===== config.mk =====
export PLATFORM = sky130hd
export DESIGN_NAME = bdsr_core
export DESIGN_NICKNAME = d
export VERILOG_FILES = /design/src/pkg/bdsr_pkg.sv /design/src/design/bdsr_core.sv
export SDC_FILE = /design/constraint.sdc
export NUM_CORES = 1
export LEC_CHECK = 0
export ABC_AREA = 1
export BUFFER_PORTS_ARGS = -buffer_cell sky130_fd_sc_hd__buf_4
export CAP_MARGIN = 20
export CORE_ASPECT_RATIO = 1.25
export CORE_UTILIZATION = 40
export CTS_CLUSTER_SIZE = 25
export DETAILED_ROUTE_END_ITERATION = 6
export PLACE_DENSITY = 0.79
export SYNTH_ARGS = -nofsm -noshare
export SYNTH_HDL_FRONTEND = slang
export SYNTH_SLANG_ARGS = --single-unit
export TNS_END_PERCENT = 5

===== constraint.sdc =====
create_clock -name clk -period 1.95 [get_ports clk]
set_clock_uncertainty 0.05 [all_clocks]
set_input_delay 0 -clock clk [delete_from_list [all_inputs] [get_ports clk]]
set_output_delay 0 -clock clk [all_outputs]
set_load 0.03 [all_outputs]

===== src/pkg/bdsr_pkg.sv =====
/*
  Constants, field positions, commands and carrier types for the background
  debug status, breakpoint and forced-reset block.
  Assumes a serial link decoder upstream that delivers whole debug commands.
*/
`default_nettype none
package bdsr_pkg;
  // Status/control field positions
  localparam int STAT_ENABLE = 7;
  localparam int STAT_ACTIVE = 6;
  localparam int STAT_BKPT_EN = 5;
  localparam int STAT_FORCE_TAG = 4;
  localparam int STAT_CLKSW = 3;
  localparam int STAT_LOW_POWER = 2;
  localparam int STAT_ACCESS_FAIL = 1;
  localparam int STAT_DATA_VALID_FAIL = 0;
  localparam int FORCE_RESET_BIT = 0;
  // Reset values and masks
  localparam logic [7:0] CTRL_RESET = 8'h00;
  localparam logic [7:0] CTRL_WRITE_MASK = 8'hb8;
  localparam logic [15:0] BKPT_RESET = 16'h0000;
  localparam logic [7:0] FORCE_RESET_READ = 8'h00;
  localparam logic [15:0] FORCE_RESET_ADDR = 16'hfff0;
  localparam logic [15:0] RSP_IDLE = 16'h0000;

  typedef enum logic [2:0] {
    op_background,
    op_read_status,
    op_write_control,
    op_breakpoint_read_command,
    op_breakpoint_write_command,
    op_read_byte,
    op_write_byte
  } bdsr_op_type;

  typedef struct packed {
    logic valid;
    bdsr_op_type op;
    logic [15:0] addr;
    logic [15:0] data;
  } bdsr_cmd_type;

  typedef struct packed {
    logic valid;
    logic refused;
    logic [15:0] data;
  } bdsr_rsp_type;

  typedef struct packed {
    logic low_power;
    logic debug_active;
    logic wait_conflict;
  } bdsr_cpu_type;

  typedef struct packed {
    logic valid;
    logic [15:0] addr;
    logic [7:0] data;
  } bdsr_user_wr_type;
endpackage : bdsr_pkg
`default_nettype wire


===== src/design/bdsr_core.sv =====
/*
  Debug status/control bits, breakpoint match register and forced reset.
  Assumes decoded serial commands on cmd and CPU mode levels on cpu.
*/
`timescale 1ns/1ps
`default_nettype none
module bdsr_core #(
  parameter logic [15:0] FORCE_ADDR = bdsr_pkg::FORCE_RESET_ADDR
) (
  // Clock and reset
  input wire logic clk,
  input wire logic reset_n,
  // Serial command side
  input wire bdsr_pkg::bdsr_cmd_type cmd,
  output bdsr_pkg::bdsr_rsp_type rsp,
  // CPU side
  input wire bdsr_pkg::bdsr_cpu_type cpu,
  input wire bdsr_pkg::bdsr_user_wr_type user_wr,
  output logic background_req,
  output logic system_reset_req,
  // Breakpoint configuration
  output logic breakpoint_enable,
  output logic force_tag_select,
  output logic [15:0] breakpoint_match_address
);
  import bdsr_pkg::*;

  typedef enum {st_idle, st_wake_req, st_wake_active} bdsr_wake_type;

  bdsr_wake_type wake_state;
  bdsr_wake_type next_wake_state;
  logic enable_debug;
  logic clock_select;
  logic low_power_status;
  logic low_power_access_failure;
  logic data_valid_failure;
  logic cmd_refused;
  logic cmd_ok;
  logic is_mem_op;
  logic force_hit;

  function automatic logic mem_op(input bdsr_op_type op);
    mem_op = (op == op_read_byte) || (op == op_write_byte);
  endfunction : mem_op

  ////////////////////////////////////////////////////////////////////////
  // Command qualification
  assign cmd_refused = cmd.valid && cpu.low_power && (cmd.op != op_background);
  assign cmd_ok = cmd.valid && !cmd_refused;
  assign is_mem_op = mem_op(cmd.op);
  assign force_hit = is_mem_op && (cmd.addr == FORCE_ADDR);
  assign data_valid_failure = 1'b0;

  ////////////////////////////////////////////////////////////////////////
  // Wake tracking
  always_comb begin
    next_wake_state = wake_state;
    case (wake_state)
      st_idle: begin
        if (cmd.valid && cmd.op == op_background && cpu.low_power && enable_debug) begin
          next_wake_state = st_wake_req;
        end
      end
      st_wake_req: begin
        if (cpu.debug_active) begin
          next_wake_state = st_wake_active;
        end
      end
      st_wake_active: begin
        if (!cpu.debug_active) begin
          next_wake_state = st_idle;
        end
      end
      default: next_wake_state = st_idle;
    endcase
  end

  always_ff @(posedge clk) begin
    if (!reset_n) begin
      wake_state <= st_idle;
    end else begin
      wake_state <= next_wake_state;
    end
  end

  always_ff @(posedge clk) begin
    if (!reset_n) begin
      low_power_status <= 1'b0;
    end else begin
      low_power_status <= cpu.low_power || (next_wake_state != st_idle);
    end
  end

  always_ff @(posedge clk) begin
    if (!reset_n) begin
      background_req <= 1'b0;
    end else begin
      background_req <= cmd.valid && cmd.op == op_background && enable_debug;
    end
  end

  ////////////////////////////////////////////////////////////////////////
  // Access failure flag, set wins over clear
  always_ff @(posedge clk) begin
    if (!reset_n) begin
      low_power_access_failure <= 1'b0;
    end else if ((cmd_refused && is_mem_op) || cpu.wait_conflict) begin
      low_power_access_failure <= 1'b1;
    end else if (cmd_ok && is_mem_op) begin
      low_power_access_failure <= 1'b0;
    end
  end

  ////////////////////////////////////////////////////////////////////////
  // Control bits, status bits not writable
  always_ff @(posedge clk) begin
    if (!reset_n) begin
      enable_debug <= CTRL_RESET[STAT_ENABLE];
      breakpoint_enable <= CTRL_RESET[STAT_BKPT_EN];
      force_tag_select <= CTRL_RESET[STAT_FORCE_TAG];
      clock_select <= CTRL_RESET[STAT_CLKSW];
    end else if (cmd_ok && cmd.op == op_write_control) begin
      if (!cpu.debug_active) begin
        enable_debug <= cmd.data[STAT_ENABLE] & CTRL_WRITE_MASK[STAT_ENABLE];
      end
      breakpoint_enable <= cmd.data[STAT_BKPT_EN];
      force_tag_select <= cmd.data[STAT_FORCE_TAG];
      clock_select <= cmd.data[STAT_CLKSW];
    end
  end

  ////////////////////////////////////////////////////////////////////////
  // Breakpoint match register, commands only
  always_ff @(posedge clk) begin
    if (!reset_n) begin
      breakpoint_match_address <= BKPT_RESET;
    end else if (cmd_ok && cmd.op == op_breakpoint_write_command) begin
      breakpoint_match_address <= cmd.data;
    end
  end

  ////////////////////////////////////////////////////////////////////////
  // Forced reset, user writes never reach it
  always_ff @(posedge clk) begin
    if (!reset_n) begin
      system_reset_req <= 1'b0;
    end else begin
      system_reset_req <= cmd_ok && cmd.op == op_write_byte && force_hit
        && cmd.data[FORCE_RESET_BIT];
    end
  end

  ////////////////////////////////////////////////////////////////////////
  // Response
  always_ff @(posedge clk) begin
    if (!reset_n) begin
      rsp <= '0;
    end else begin
      rsp.valid <= cmd.valid;
      rsp.refused <= cmd_refused;
      rsp.data <= RSP_IDLE;
      if (cmd_ok) begin
        case (cmd.op)
          op_read_status: begin
            rsp.data <= {8'h00, enable_debug, cpu.debug_active, breakpoint_enable,
              force_tag_select, clock_select, low_power_status,
              low_power_access_failure, data_valid_failure};
          end
          op_breakpoint_read_command: rsp.data <= breakpoint_match_address;
          op_read_byte: begin
            if (force_hit) begin
              rsp.data <= {8'h00, FORCE_RESET_READ};
            end
          end
          default: rsp.data <= RSP_IDLE;
        endcase
      end
    end
  end

  ////////////////////////////////////////////////////////////////////////
  // Checks
  a_lp_status_set: assert property (@(posedge clk) disable iff (!reset_n)
    cpu.low_power |=> low_power_status)
    else $error("low-power status not set");
  a_refuse_in_lp: assert property (@(posedge clk) disable iff (!reset_n)
    (cmd.valid && cpu.low_power && cmd.op != op_background) |=> rsp.valid && rsp.refused)
    else $error("command not refused in low power");
  a_bg_allowed: assert property (@(posedge clk) disable iff (!reset_n)
    (cmd.valid && cmd.op == op_background && enable_debug)
    |=> background_req && !rsp.refused ##1 !background_req || $past(cmd.valid))
    else $error("background command not forwarded");
  a_fail_flag_set: assert property (@(posedge clk) disable iff (!reset_n)
    (cmd_refused && is_mem_op) |=> low_power_access_failure)
    else $error("access failure flag not set");
  a_valid_fail_zero: assert property (@(posedge clk) disable iff (!reset_n)
    (cmd.valid && !cpu.low_power && cmd.op == op_read_status)
    |=> !rsp.data[STAT_DATA_VALID_FAIL])
    else $error("data-valid failure reported");
  a_bkpt_load: assert property (@(posedge clk) disable iff (!reset_n)
    (cmd_ok && cmd.op == op_breakpoint_write_command) |=> breakpoint_match_address == $past(cmd.data))
    else $error("breakpoint address not loaded");
  a_bkpt_isolated: assert property (@(posedge clk) disable iff (!reset_n)
    !(cmd_ok && cmd.op == op_breakpoint_write_command) |=> $stable(breakpoint_match_address))
    else $error("breakpoint changed without command");
  a_ctrl_bits: assert property (@(posedge clk) disable iff (!reset_n)
    (cmd_ok && cmd.op == op_write_control)
    |=> breakpoint_enable == $past(cmd.data[STAT_BKPT_EN])
    && force_tag_select == $past(cmd.data[STAT_FORCE_TAG]))
    else $error("control bits not written");
  a_user_no_reset: assert property (@(posedge clk) disable iff (!reset_n)
    (user_wr.valid && user_wr.addr == FORCE_ADDR && !cmd.valid) |=> !system_reset_req)
    else $error("user write caused reset");
  a_force_read_zero: assert property (@(posedge clk) disable iff (!reset_n)
    (cmd_ok && cmd.op == op_read_byte && force_hit) |=> rsp.data == 16'h0000)
    else $error("force-reset register read not zero");
  a_force_reset: assert property (@(posedge clk) disable iff (!reset_n)
    (cmd_ok && cmd.op == op_write_byte && force_hit && cmd.data[FORCE_RESET_BIT])
    |=> system_reset_req ##1 !system_reset_req || $past(cmd.valid))
    else $error("forced reset not issued");
  a_active_flag: assert property (@(posedge clk) disable iff (!reset_n)
    (cmd_ok && cmd.op == op_read_status)
    |=> rsp.data[STAT_ACTIVE] == $past(cpu.debug_active))
    else $error("debug-active flag wrong");
  a_status_ro: assert property (@(posedge clk) disable iff (!reset_n)
    (cmd_ok && cmd.op == op_write_control && !low_power_access_failure
    && !cpu.wait_conflict) |=> !low_power_access_failure)
    else $error("status bit written by control write");

  // Flags, gating and response checks
  a_lp_status_wake: assert property (@(posedge clk) disable iff (!reset_n)
    (cmd.valid && cmd.op == op_background && cpu.low_power && enable_debug)
    |=> low_power_status)
    else $error("low-power status not set on wake");
  a_lp_status_held: assert property (@(posedge clk) disable iff (!reset_n)
    (wake_state == st_wake_active && cpu.debug_active)
    |=> low_power_status)
    else $error("low-power status lost in debug mode");
  a_refused_no_data: assert property (@(posedge clk) disable iff (!reset_n)
    cmd_refused
    |=> rsp.data == RSP_IDLE)
    else $error("refused command returned data");
  a_refused_ctrl_kept: assert property (@(posedge clk) disable iff (!reset_n)
    (cmd_refused && cmd.op == op_write_control)
    |=> $stable(breakpoint_enable) && $stable(force_tag_select))
    else $error("control bits written in low power");
  a_rsp_idle: assert property (@(posedge clk) disable iff (!reset_n)
    !cmd.valid
    |=> !rsp.valid && !rsp.refused)
    else $error("response without command");
  a_bg_needs_enable: assert property (@(posedge clk) disable iff (!reset_n)
    (cmd.valid && cmd.op == op_background && !enable_debug)
    |=> !background_req)
    else $error("background request while debug disabled");
  a_fail_on_conflict: assert property (@(posedge clk) disable iff (!reset_n)
    cpu.wait_conflict
    |=> low_power_access_failure)
    else $error("access failure flag missed a conflict");
  a_fail_cleared: assert property (@(posedge clk) disable iff (!reset_n)
    (cmd_ok && is_mem_op && !cpu.wait_conflict)
    |=> !low_power_access_failure)
    else $error("access failure flag not cleared");
  a_bkpt_readback: assert property (@(posedge clk) disable iff (!reset_n)
    (cmd_ok && cmd.op == op_breakpoint_read_command)
    |=> rsp.data == $past(breakpoint_match_address))
    else $error("breakpoint read returned wrong value");
  a_reset_source: assert property (@(posedge clk) disable iff (!reset_n)
    !(cmd_ok && cmd.op == op_write_byte && force_hit)
    |=> !system_reset_req)
    else $error("reset request without debug write");
  a_force_bit_clear: assert property (@(posedge clk) disable iff (!reset_n)
    (cmd_ok && cmd.op == op_write_byte && force_hit && !cmd.data[FORCE_RESET_BIT])
    |=> !system_reset_req)
    else $error("reset request with force bit clear");
  a_status_ro_lp: assert property (@(posedge clk) disable iff (!reset_n)
    (cmd_ok && cmd.op == op_write_control && !cpu.low_power && wake_state == st_idle)
    |=> !low_power_status)
    else $error("low-power status set by control write");

  c_wake: cover property (@(posedge clk) disable iff (!reset_n)
    wake_state == st_wake_req ##[1:20] wake_state == st_wake_active);
  c_force_reset: cover property (@(posedge clk) disable iff (!reset_n) system_reset_req);
  c_bkpt_write: cover property (@(posedge clk) disable iff (!reset_n)
    cmd_ok && cmd.op == op_breakpoint_write_command);
  c_refused: cover property (@(posedge clk) disable iff (!reset_n) rsp.refused);
  c_access_fail: cover property (@(posedge clk) disable iff (!reset_n)
    cmd_refused && is_mem_op);
endmodule : bdsr_core
`default_nettype wire


* Yosys cells after proc, flatten, opt, wreduce, memory -nomap -nowiden *
Index checks and enable logic that the tools add are counted.

cells by class
  add/subtract/negate cells = 0
  multipliers = 0
  divide/modulo/power cells = 0
  order comparisons = 0
  equal/unequal tests = 9
  shifts and indexed selects = 0
  mux-type cells = 7
  bitwise gates (word level) = 1
  reduce and logical (&&, ||, !) cells = 26

operator list
  cell                                            count
  2-to-1 mux 32 bit                               3
  one-hot mux 32 bit (3 select lines)             1
  == test 32 x 1 -> 1 bit, second input constant  1
  == test 32 x 2 -> 1 bit, second input constant  1
  logical NOT 32 bit                              1
  one-hot mux 16 bit (2 select lines)             1
  nonzero test 32 bit                             1
  == test 16 bit, second input constant           1
  logical AND 1 bit                               15
  == test 3 bit, second input constant            3
  == test 3 x 2 -> 1 bit, second input constant   2
  AND reduction 2 bit                             2
  == test 3 x 1 -> 1 bit, second input constant   1
  logical NOT 3 bit                               1
  logical OR 1 bit                                3
  nonzero test 3 bit                              1
  2-to-1 mux 1 bit                                2
  nonzero test 2 bit                              1
  logical NOT 1 bit                               1
  NOT 1 bit                                       1

storage, ports and cells
  register bits = 74
  latch bits = 0
  bits in writable memories = 0
  memory bits (read-only) = 0
  output and inout port bits = 38
  memories kept = 0

* Longest topological paths before layout *
Gate-level depths: netlist (run 1).

  depth in word-level cells = 8
  gate-level depth with buffers = 9
  gate-level depth less buffers = 9

* Least setup slack after synthesis (run 1) *
Ideal clock, no wire load.

  kind = register -> register
  start = register wake_state[1]
  end = register wake_state[1]
  setup time = 0.064 ns
  arrival time = 1.137 ns
  required time = 1.836 ns
  slack = 0.699 ns
  cell stages (with the launch flop) = 10
  buffers on the path = 0
  cells stage by stage = dfxtp_1 -> inv_1 -> nand2_1 -> nor2_1 -> nand2_1 -> nor2_1 -> nand2_1 -> o21ai_0 -> nand3_1 -> nor2_1

on the way
  word-level cells in the longest chain between the ends = 2
  elaborated cells between the ends (all ways) = 7
  classes of those cells = eq/ne (2); mux (4); reduce/logical (1)

ends and longest elaborated chain
  what                                             RTL line         RTL
  start: declaration                               bdsr_core.sv:30  bdsr_wake_type wake_state;
  start signal: assignment                         bdsr_core.sv:80  wake_state <= st_idle;
  start signal: assignment                         bdsr_core.sv:82  wake_state <= next_wake_state;
  == test 32 x 2 -> 1 bit (tied with other cells)  bdsr_core.sv:58  case (wake_state)
  one-hot mux 32 bit (3 select lines) *            bdsr_core.sv:58

Every way passes the cells marked *; elsewhere a longest branch is shown, timed or not.
A chain may end at the register's enable or synchronous reset.

* Worst setup path in the final report (run 1) *
  start = input port cmd[33] in the netlist's numbering
  end = register breakpoint_match_address[12]

on the way
  word-level cells in the longest chain between the ends = 5
  elaborated cells between the ends (all ways) = 6
  classes of those cells = eq/ne (1); reduce/logical (5)

ends and longest elaborated chain
  what                    RTL line          RTL
  start: declaration      bdsr_core.sv:14   input wire bdsr_pkg::bdsr_cmd_type cmd,
  nonzero test 3 bit      bdsr_core.sv:48   assign cmd_refused = cmd.valid && cpu.low_power && (cmd.op != op_background);
  logical AND 1 bit       bdsr_core.sv:48
  logical NOT 1 bit       bdsr_core.sv:49   assign cmd_ok = cmd.valid && !cmd_refused;
  logical AND 1 bit       bdsr_core.sv:49
  logical AND 1 bit *     bdsr_core.sv:137  end else if (cmd_ok && cmd.op == op_breakpoint_write_command) begin
  end signal: assignment  bdsr_core.sv:138  breakpoint_match_address <= cmd.data;
  end: declaration        bdsr_core.sv:24   output logic [15:0] breakpoint_match_address

Marked as above.

==> flow_summary.json, run 1 <==
{
  "vias": 2501,
  "cts_max_level": 3,
  "overflow": 0,
  "die-area_sq_um": 6540,
  "pwr-share-clk_pct": 42.2,
  "dpl.hpwl_mm": 3.91,
  "setup_viol_count_final": 1,
  "cts_made_buffers": 9,
  "antenna_found_initial": 0,
  "detail_route.drc_violations": 0,
  "wl_per_cell_um": 12.3,
  "die_y_um": 90.2,
  "cts_sinks": 74,
  "p_switching_uw": 752,
  "comb_power_share_pct": 8.7,
  "total_power_uw": 3230,
  "rsz0062_at_grt": "yes",
  "crit_path_frequent_cell": "nand2_2",
  "grt_usage_pct": 22.0,
  "maxCapViolCount": 0,
  "n_antenna_cell": 0,
  "insertion_delay_ns": 0.35,
  "ir_drop_v": 0.000622,
  "syn-cell-area_sq_um": 2490,
  "coreArea_sq_um": 5900,
  "worst_pin_slew_ns": 0.595,
  "ant_nets": 0,
  "p_leak_uw": 0.00191,
  "slew_violations": 0,
  "clock.fmax_ghz": 0.509,
  "mostFrequentLayoutCells": "nor2_1, buf_4, dfxtp_1",
  "synth_seq_cells": 74,
  "portBuffers": 78,
  "grt_max_degree": 24,
  "place_ws_ns": 0.493,
  "cts_root_buf": "clkbuf_8",
  "area_growth_pct": 57.1,
  "relSlewSlack_pct": 60.3,
  "grt_pass1_wl_mm": 11.0,
  "die_width_um": 72.6,
  "sw_frac_of_total_pct": 23.3,
  "initial_utilization_pct": 42.2,
  "drtPass1Iterations": 4,
  "finalHoldViolCount": 0,
  "drt_iter0_drc": 183,
  "final_common_cell": "nor2_1",
  "seq_power_share_pct": 49.2,
  "worstSetupPathType": "in2reg",
  "fill_cells": 464,
  "ios": 104,
  "num_rows": 31,
  "routed_wl_mm": 6.73,
  "worstPathCellList": "dlygate4sd3_1 > buf_4 > nor2_4 > nand2_2 > nand2_2 > nand2_2 > nor3_4 > buf_4 > o21ai_0 > nor2_1 > dlygate4sd3_1",
  "cp_num_buf_inv": 4,
  "worstSetupEndpointType": "register",
  "violations": "setup timing",
  "yosys_warnings": 0,
  "cp_slowest_cell": "dlygate4sd3_1",
  "cpLargestDelayFamily": "buffers and inverters",
  "synth_cell_type_count": 24,
  "placed_area_sq_um": 3270,
  "fin_crit_ns": 1.96,
  "gp_congestion": 0.898,
  "power_density_nw_per_um2": 825,
  "cp_max_fo": 14,
  "hp-class": "in2reg",
  "final_area_sq_um": 3910,
  "post-route-period-util_pct": 101,
  "yosysSeqAreaShare_pct": 59.5,
  "required_ns": 2.20,
  "grt_pass1_vias": 2556,
  "clk_pin_slew_ns": 0.08,
  "via_per_inst": 4.58,
  "clockBufferDepth": 2,
  "netlist_instances": 305,
  "cts_tree": "built",
  "fin_ws_ns": -0.0133,
  "nets": 525,
  "cp_slowest_stage_delay_ns": 0.57,
  "drive_gt1_share_pct": 22.6,
  "p_int_uw": 2470,
  "crit_path_start_kind": "primary input",
  "synth_area_per_cell_sq_um": 8.16,
  "cp.arrival_ns": 2.21,
  "outcome": "finished with violations"
}
## per-layer routing
metal  wire length (um)  global-route usage [%]
met4                268                    13.9
met5                  0                       0
met1               2570                    21.8
met3                386                    5.72
met2               3510                    39.4
## sequential cells by signal, indices dropped and copies added (netlist names)
register / cells
rsp: 18
breakpoint_enable: 1
clock_select: 1
system_reset_req: 1
breakpoint_match_address: 16
wake_state: 32
low_power_status: 1
enable_debug: 1
background_req: 1
force_tag_select: 1
low_power_access_failure: 1
## power by group through the flow
stage	registers (uW)	logic [uW]	clock network [uW]
4_1_cts	1580	272	1380
6_report	1590	280	1360
3_3_place_gp	1620	212	0
2_1_floorplan	1640	78.6	0
3_5_place_dp	1620	216	0
5_1_grt	1590	306	1440
## cell usage after synthesis, drive strengths merged
cell | count | area share (%)
buf | 3 | 0.96
conb | 1 | 0.15
clkbuf | 3 | 0.45
nand3 | 12 | 2.4
a211oi | 1 | 0.30
nor3 | 5 | 1.5
o21ai | 21 | 4.2
nand3b | 1 | 0.30
a21oi | 4 | 0.80
nor2 | 88 | 14
nand2 | 49 | 7.7
a22oi | 7 | 2.1
inv | 30 | 4.5
nor4 | 1 | 0.25
or2 | 1 | 0.25
dfxtp | 74 | 60
nand4 | 4 | 1.0
## path summary, 6_finish.rpt
kind	startpoint	to	slack, ns	cells past startpoint
setup / recovery	cmd[33]	breakpoint_match_address[12]	-0.01	11
hold reg to reg	breakpoint_match_address[8]	rsp[8]	0.42	2
setup reg to reg	wake_state[5]	wake_state[1]	0.43	9
hold / removal	cmd[32]	rsp[16]	0.05	5
## logic make-up (layout without fill, tap and decap cells)
logic type / count (synthesis) / count (layout) / synth area share (%)
compound gates: 33 / 33 / 7.44
buf+inv: 36 / 166 / 5.93
flops: 74 / 74 / 59.5
other cells: 1 / 30 / 0.151
simple gates: 161 / 161 / 26.9
## worst register-to-register path, cell delays in order (launching register included)
cell and delay (ns):
dfxtp_1 0.33, inv_1 0.06, nand2_1 0.05, nor2_1 0.14
nand2_1 0.07, nor2_1 0.25, nand2_1 0.15, o21ai_0 0.18
nand3_1 0.10, nor2_1 0.09
## through the flow
stage	util (%)	setup TNS, ns	instances	hold WS, ns
finish	66.3	-0.0133	546	0.0499
global route	66.3	-0.600	546	0.0670
CTS	66.3	0	547	0.00986
detailed placement	55.4	0	490	0.173
global placement	55.4	0	490	0.173
floorplan	-	0	334	0.0760
## timing repair
item	in CTS	in global routing
endpoints found under the setup margin	0	11
resized for setup	0	2
hold buffers	41	0
hold endpoints to repair	26	0
setup buffers	0	0
## layout make-up
| type | count | area, sq um | share of cell area, % |
|---|---|---|---|
| multi-input combinational | 224 | 973 | 24.9 |
| tap | 82 | 103 | 2.62 |
| clock inverter | 6 | 97.6 | 2.50 |
| timing repair buffer | 120 | 1000 | 25.7 |
| sequential | 74 | 1480 | 37.9 |
| clock buffer | 10 | 138 | 3.52 |
| inverter | 30 | 113 | 2.88 |
Power figures use the tool's default switching activity.
==> inputs of run 2 (changes only) <==
Settings changed: CELL_PAD_IN_SITES_DETAIL_PLACEMENT from default to 1, CELL_PAD_IN_SITES_GLOBAL_PLACEMENT from default to 2, CORE_UTILIZATION 40 to 27, PLACE_DENSITY 0.79 to 0.92.
==> run 2 against run 1 <==
Routed wire length rose by 10%. The run still ends with setup timing left. Clock-buffer cell count fell by 1. Sequential power barely moved. Utilization fell by 22 points. Worst setup slack improved by 0.012 ns. Maximum frequency rose by 0.60%. Critical path depth did not move.
==> flow_summary.json, run 2 (synthesis results as in run 1) <==
{
  "fill_cells": 1089,
  "setup_viol_count_final": 1,
  "portBuffers": 78,
  "wl_per_cell_um": 12.7,
  "mostFrequentLayoutCells": "nor2_1, buf_4, dfxtp_1",
  "ir_drop_v": 0.000339,
  "clockBufferDepth": 2,
  "worst_pin_slew_ns": 0.617,
  "largest-register": "wake_state",
  "drtPass1Iterations": 6,
  "relSlewSlack_pct": 58.8,
  "cts_made_buffers": 9,
  "num_rows": 38,
  "reg_top3": "wake_state: 32 flops, rsp: 18 flops, breakpoint_match_address: 16 flops",
  "die_width_um": 87.9,
  "via_per_inst": 4.27,
  "grt_usage_pct": 16.3,
  "total_power_uw": 3090,
  "p_leak_uw": 0.00186,
  "fin_ws_ns": -0.00155,
  "area_growth_pct": 58.1,
  "final_area_sq_um": 3940,
  "seq_area_sq_um": 1480,
  "multi_input_area_sq_um": 968,
  "violations": "setup timing",
  "rr_worst_depth": 9,
  "n_antenna_cell": 0,
  "required_ns": 2.14,
  "ant_nets": 0,
  "seq_power_share_pct": 51.2,
  "nets": 526,
  "initial_utilization_pct": 28.3,
  "gp_congestion": 0.755,
  "power_density_nw_per_um2": 786,
  "post_cts_buffers": 0,
  "overflow": 0,
  "cts_sinks": 74,
  "fin_util_pct": 44.7,
  "fin_hold_ws_ns": 0.0314,
  "outcome": "finished with violations",
  "maxCapViolCount": 0,
  "coreArea_sq_um": 8800,
  "hold_depth": 5,
  "die-area_sq_um": 9610,
  "clock.fmax_ghz": 0.512,
  "grt_pass1_wl_mm": 11.8,
  "fin_crit_ns": 1.95,
  "crit_path_start_kind": "primary input",
  "hp-class": "in2reg",
  "drt_iter0_drc": 83,
  "worstSetupPathType": "in2reg",
  "drive_gt1_share_pct": 22.4,
  "routed_wl_mm": 7.43,
  "placed_area_sq_um": 3310,
  "final_common_cell": "nor2_1",
  "vias": 2498,
  "cts_tree": "built",
  "cts_root_buf": "clkbuf_8",
  "ios": 104,
  "rsz0062_at_grt": "yes",
  "cp.arrival_ns": 2.14,
  "pwr-share-clk_pct": 39.6,
  "worstSetupEndpointType": "register",
  "grt_max_degree": 24,
  "sw_frac_of_total_pct": 25.1,
  "p_int_uw": 2320,
  "clk_pin_slew_ns": 0.09,
  "cts_max_level": 3,
  "cp_max_fo": 5,
  "finalHoldViolCount": 0,
  "post-route-period-util_pct": 100,
  "die_y_um": 109,
  "slew_violations": 0,
  "p_switching_uw": 778,
  "insertion_delay_ns": 0.35,
  "dpl.hpwl_mm": 4.88,
  "detail_route.drc_violations": 0,
  "comb_power_share_pct": 9.2,
  "grt_pass1_vias": 2673,
  "place_ws_ns": 0.494,
  "antenna_found_initial": 0,
  "largest_register_ffs": 32
}
run 2: cell count changes in the layout (fill, tap and decap cells not counted):
| cell | before | now |
|---|---|---|
| clkbuf_8 | 10 | 9 |
| buf_6 | 0 | 1 |
| buf_4 | 80 | 79 |
| a211oi_2 | 1 | 0 |
| inv_6 | 1 | 2 |
| clkinvlp_4 | 0 | 1 |
| dlymetal6s4s_1 | 1 | 0 |
| a211oi_1 | 0 | 1 |
| bufinv_16 | 2 | 1 |
| dlygate4sd3_1 | 39 | 41 |
run 2: final timing paths:
kind / from / end / slack, ns
max reg2reg: wake_state[1] / wake_state[1] / 0.47
min reg2reg: breakpoint_match_address[9] / rsp[9] / 0.43
max: cmd[35] / force_tag_select / -0.002
min: cmd[33] / system_reset_req / 0.03
run 2: cell type report:
cell class,count,area share [%]
clock buffers,9,3.15
clock inverters,7,2.13
inverters,30,2.86
multi-input cells,224,24.6
flip-flops and latches,74,37.6
well taps,120,3.82
repair buffers,121,25.8
run 2: power by group through the flow:
stage | sequential [uW] | combinational (uW) | clock [uW]
CTS | 1580 | 279 | 1270
floorplan | 1640 | 78.6 | 0
finish | 1580 | 285 | 1230
global route | 1590 | 313 | 1330
global placement | 1620 | 216 | 0
detailed placement | 1620 | 222 | 0
run 2: per-layer routing:
metal / track usage (%) / vias up / wire (um)
met3: 3.83 / 16 / 291
li1: - / 1236 / -
met1: 16.1 / 1183 / 2890
met4: 7.49 / 0 / 170
met2: 31.7 / 63 / 4080
met5: 0 / - / 0
run 2: through the flow:
step | instances | TNS [ns]
after floorplan | 334 | 0
after global placement | 528 | 0
after detailed placement | 528 | 0
after CTS | 585 | 0
after global routing | 585 | -0.685
final | 585 | -0.00155
run 2: worst max-delay path, cell delays in order:
cell and delay (ns):
dlygate4sd3_1 0.55, buf_4 0.15, nand2_1 0.07, inv_1 0.07, nand2_2 0.09, nand2_2 0.09, nor2_1 0.28, inv_1 0.13
nor2_1 0.10, nor2_1 0.05, dlygate4sd3_1 0.56
run 2: what timing repair did:
action	CTS	global route
hold buffers	41	0
resized for setup	0	1
hold endpoints to repair	26	0
endpoints found under the setup margin	0	9
==> inputs of run 3 (changes only) <==
Settings changed: CORE_UTILIZATION 27 to 29, CTS_BUF_LIST from default to sky130_fd_sc_hd__clkbuf_8, GPL_TIMING_DRIVEN from default to 0, PLACE_DENSITY 0.92 to 0.95.
==> run 3 against run 2 <==
The run ends with DRC left. Total power is 2.0% higher. Worst setup slack better by 0.022 ns. Non-clock buffer count is 6 lower. Worst hold slack got worse by 0.012 ns. Flip-flop and latch count did not move. Combinational power down 3%. Sequential power hardly changed. Critical path depth down 1. Clock power up 5%. Routed wire length is 5.5% lower. Maximum frequency rose by 1.1%. Final cell count shrank 5.0%. Highest routed layer unchanged.
==> flow_summary.json, run 3 (synthesis results as in run 1) <==
{
  "cp_max_fo": 3,
  "slew_violations": 0,
  "reg_top3": "wake_state: 32 flops, rsp: 18 flops, breakpoint_match_address: 16 flops",
  "detail_route.drc_violations": 11,
  "crit_path_start_kind": "primary input",
  "worst_pin_slew_ns": 0.560,
  "area_growth_pct": 54.3,
  "wl_per_cell_um": 12.6,
  "required_ns": 2.14,
  "final_common_cell": "nor2_1",
  "relSlewSlack_pct": 62.5,
  "die-area_sq_um": 8960,
  "tns_ns": 0,
  "clock.fmax_ghz": 0.518,
  "grt_max_degree": 14,
  "cp_slowest_cell": "dlygate4sd3_1",
  "insertion_delay_ns": 0.35,
  "gp_congestion": 0.735,
  "hp-class": "in2reg",
  "setup_viol_count_final": 0,
  "vias": 2460,
  "violations": "DRC",
  "cts_max_level": 3,
  "cts_made_buffers": 9,
  "p_switching_uw": 739,
  "drive_gt1_share_pct": 23.1,
  "n_antenna_cell": 0,
  "dpl.hpwl_mm": 4.88,
  "pwr-share-clk_pct": 41.0,
  "cp_slowest_stage_delay_ns": 0.55,
  "clockBufferDepth": 2,
  "ios": 104,
  "cp.arrival_ns": 2.12,
  "mostFrequentLayoutCells": "nor2_1, buf_4, dfxtp_1",
  "cts_root_buf": "clkbuf_8",
  "antenna_found_initial": 0,
  "via_per_inst": 4.42,
  "drtPass1Iterations": 7,
  "portBuffers": 78,
  "ant_nets": 0,
  "worstPathCellList": "dlygate4sd3_1 > buf_4 > nand2_1 > inv_1 > nand2_2 > nand2_2 > or2_2 > a211oi_2 > nor2_1 > dlygate4sd3_1",
  "routed_wl_mm": 7.02,
  "clk_pin_slew_ns": 0.09,
  "overflow": 0,
  "seq_power_share_pct": 50.2,
  "stdcell_count": 556,
  "cpLargestDelayFamily": "buffers and inverters",
  "coreArea_sq_um": 8290,
  "grt_pass1_wl_mm": 11.9,
  "drt_iter0_drc": 127,
  "die_y_um": 106,
  "nets": 520,
  "cp_num_buf_inv": 4,
  "initial_utilization_pct": 30.0,
  "largest_register_ffs": 32,
  "worstSetupEndpointType": "register",
  "comb_power_share_pct": 8.8,
  "rsz0062_at_grt": "yes",
  "sw_frac_of_total_pct": 23.4,
  "p_int_uw": 2420,
  "cts_sinks": 74,
  "grt_pass1_vias": 2654,
  "cts_tree": "built",
  "num_rows": 37,
  "die_width_um": 84.9,
  "maxCapViolCount": 0,
  "post-route-period-util_pct": 99.0,
  "finalHoldViolCount": 0,
  "fin_crit_ns": 1.93,
  "power_density_nw_per_um2": 822,
  "ir_drop_v": 0.000425,
  "grt_usage_pct": 17.1,
  "post_cts_buffers": 0,
  "largest-register": "wake_state",
  "outcome": "finished with violations",
  "dp_cells": 509,
  "p_leak_uw": 0.00182,
  "worstSetupPathType": "in2reg"
}
[run 3: tightest hold or removal path, stage by stage]
cell	delay [ns]
buf_4	0.11
nand4_1	0.06
nor2_1	0.05
nand4_1	0.10
nor2_1	0.06
[run 3: worst paths after layout]
check	startpoint	endpoint	slack, ns	cells past startpoint
worst max-delay path	cmd[35]	low_power_access_failure	0.02	10
worst min-delay path	cmd[26]	system_reset_req	0.02	5
worst max register to register	wake_state[1]	wake_state[1]	0.45	9
worst min register to register	breakpoint_match_address[8]	rsp[8]	0.42	2
[run 3: what timing repair did]
action / CTS / global route
setup endpoints to repair: 0 / 2
hold buffers: 32 / 0
resized for setup: 0 / 2
hold endpoints to repair: 29 / 0
[run 3: per-stage QoR]
stage	hold slack (ns)	worst slack, ns	area, sq um	total power [uW]	utilization [%]
2_1_floorplan	0.0760	0.699	2600	1720	-
3_3_place_gp	0.168	0.493	3300	1840	39.9
3_5_place_dp	0.179	0.405	3300	1840	39.9
4_1_cts	0.0254	0.0244	3840	3180	46.4
5_1_grt	0.0478	-0.0637	3840	3290	46.4
6_report	0.0190	0.0203	3840	3160	46.4
[run 3: layer usage]
| layer | vias up | GRT usage, % | part of all wire (%) |
|---|---|---|---|
| met5 | - | 0 | 0 |
| met4 | 0 | 9.32 | 2.1 |
| met3 | 14 | 3.21 | 5.0 |
| met2 | 67 | 32.5 | 53 |
| met1 | 1153 | 17.5 | 40 |
| li1 | 1226 | - | - |
[run 3: final cells by class]
cell class	instances	area [sq um]
plain buffers	6	35.0
clock buffers	9	124
clock inverters	7	93.8
fillers	1028	4450
inverters	30	113
multi-input cells	224	973
flip-flops and latches	74	1480
well taps	97	121
repair buffers	109	900
[run 3: power groups by stage]
stage	combinational (uW)	sequential (uW)	clock [uW]
3_3_place_gp	219	1620	0
2_1_floorplan	78.6	1640	0
4_1_cts	271	1580	1330
6_report	277	1580	1290
5_1_grt	305	1590	1390
3_5_place_dp	224	1620	0
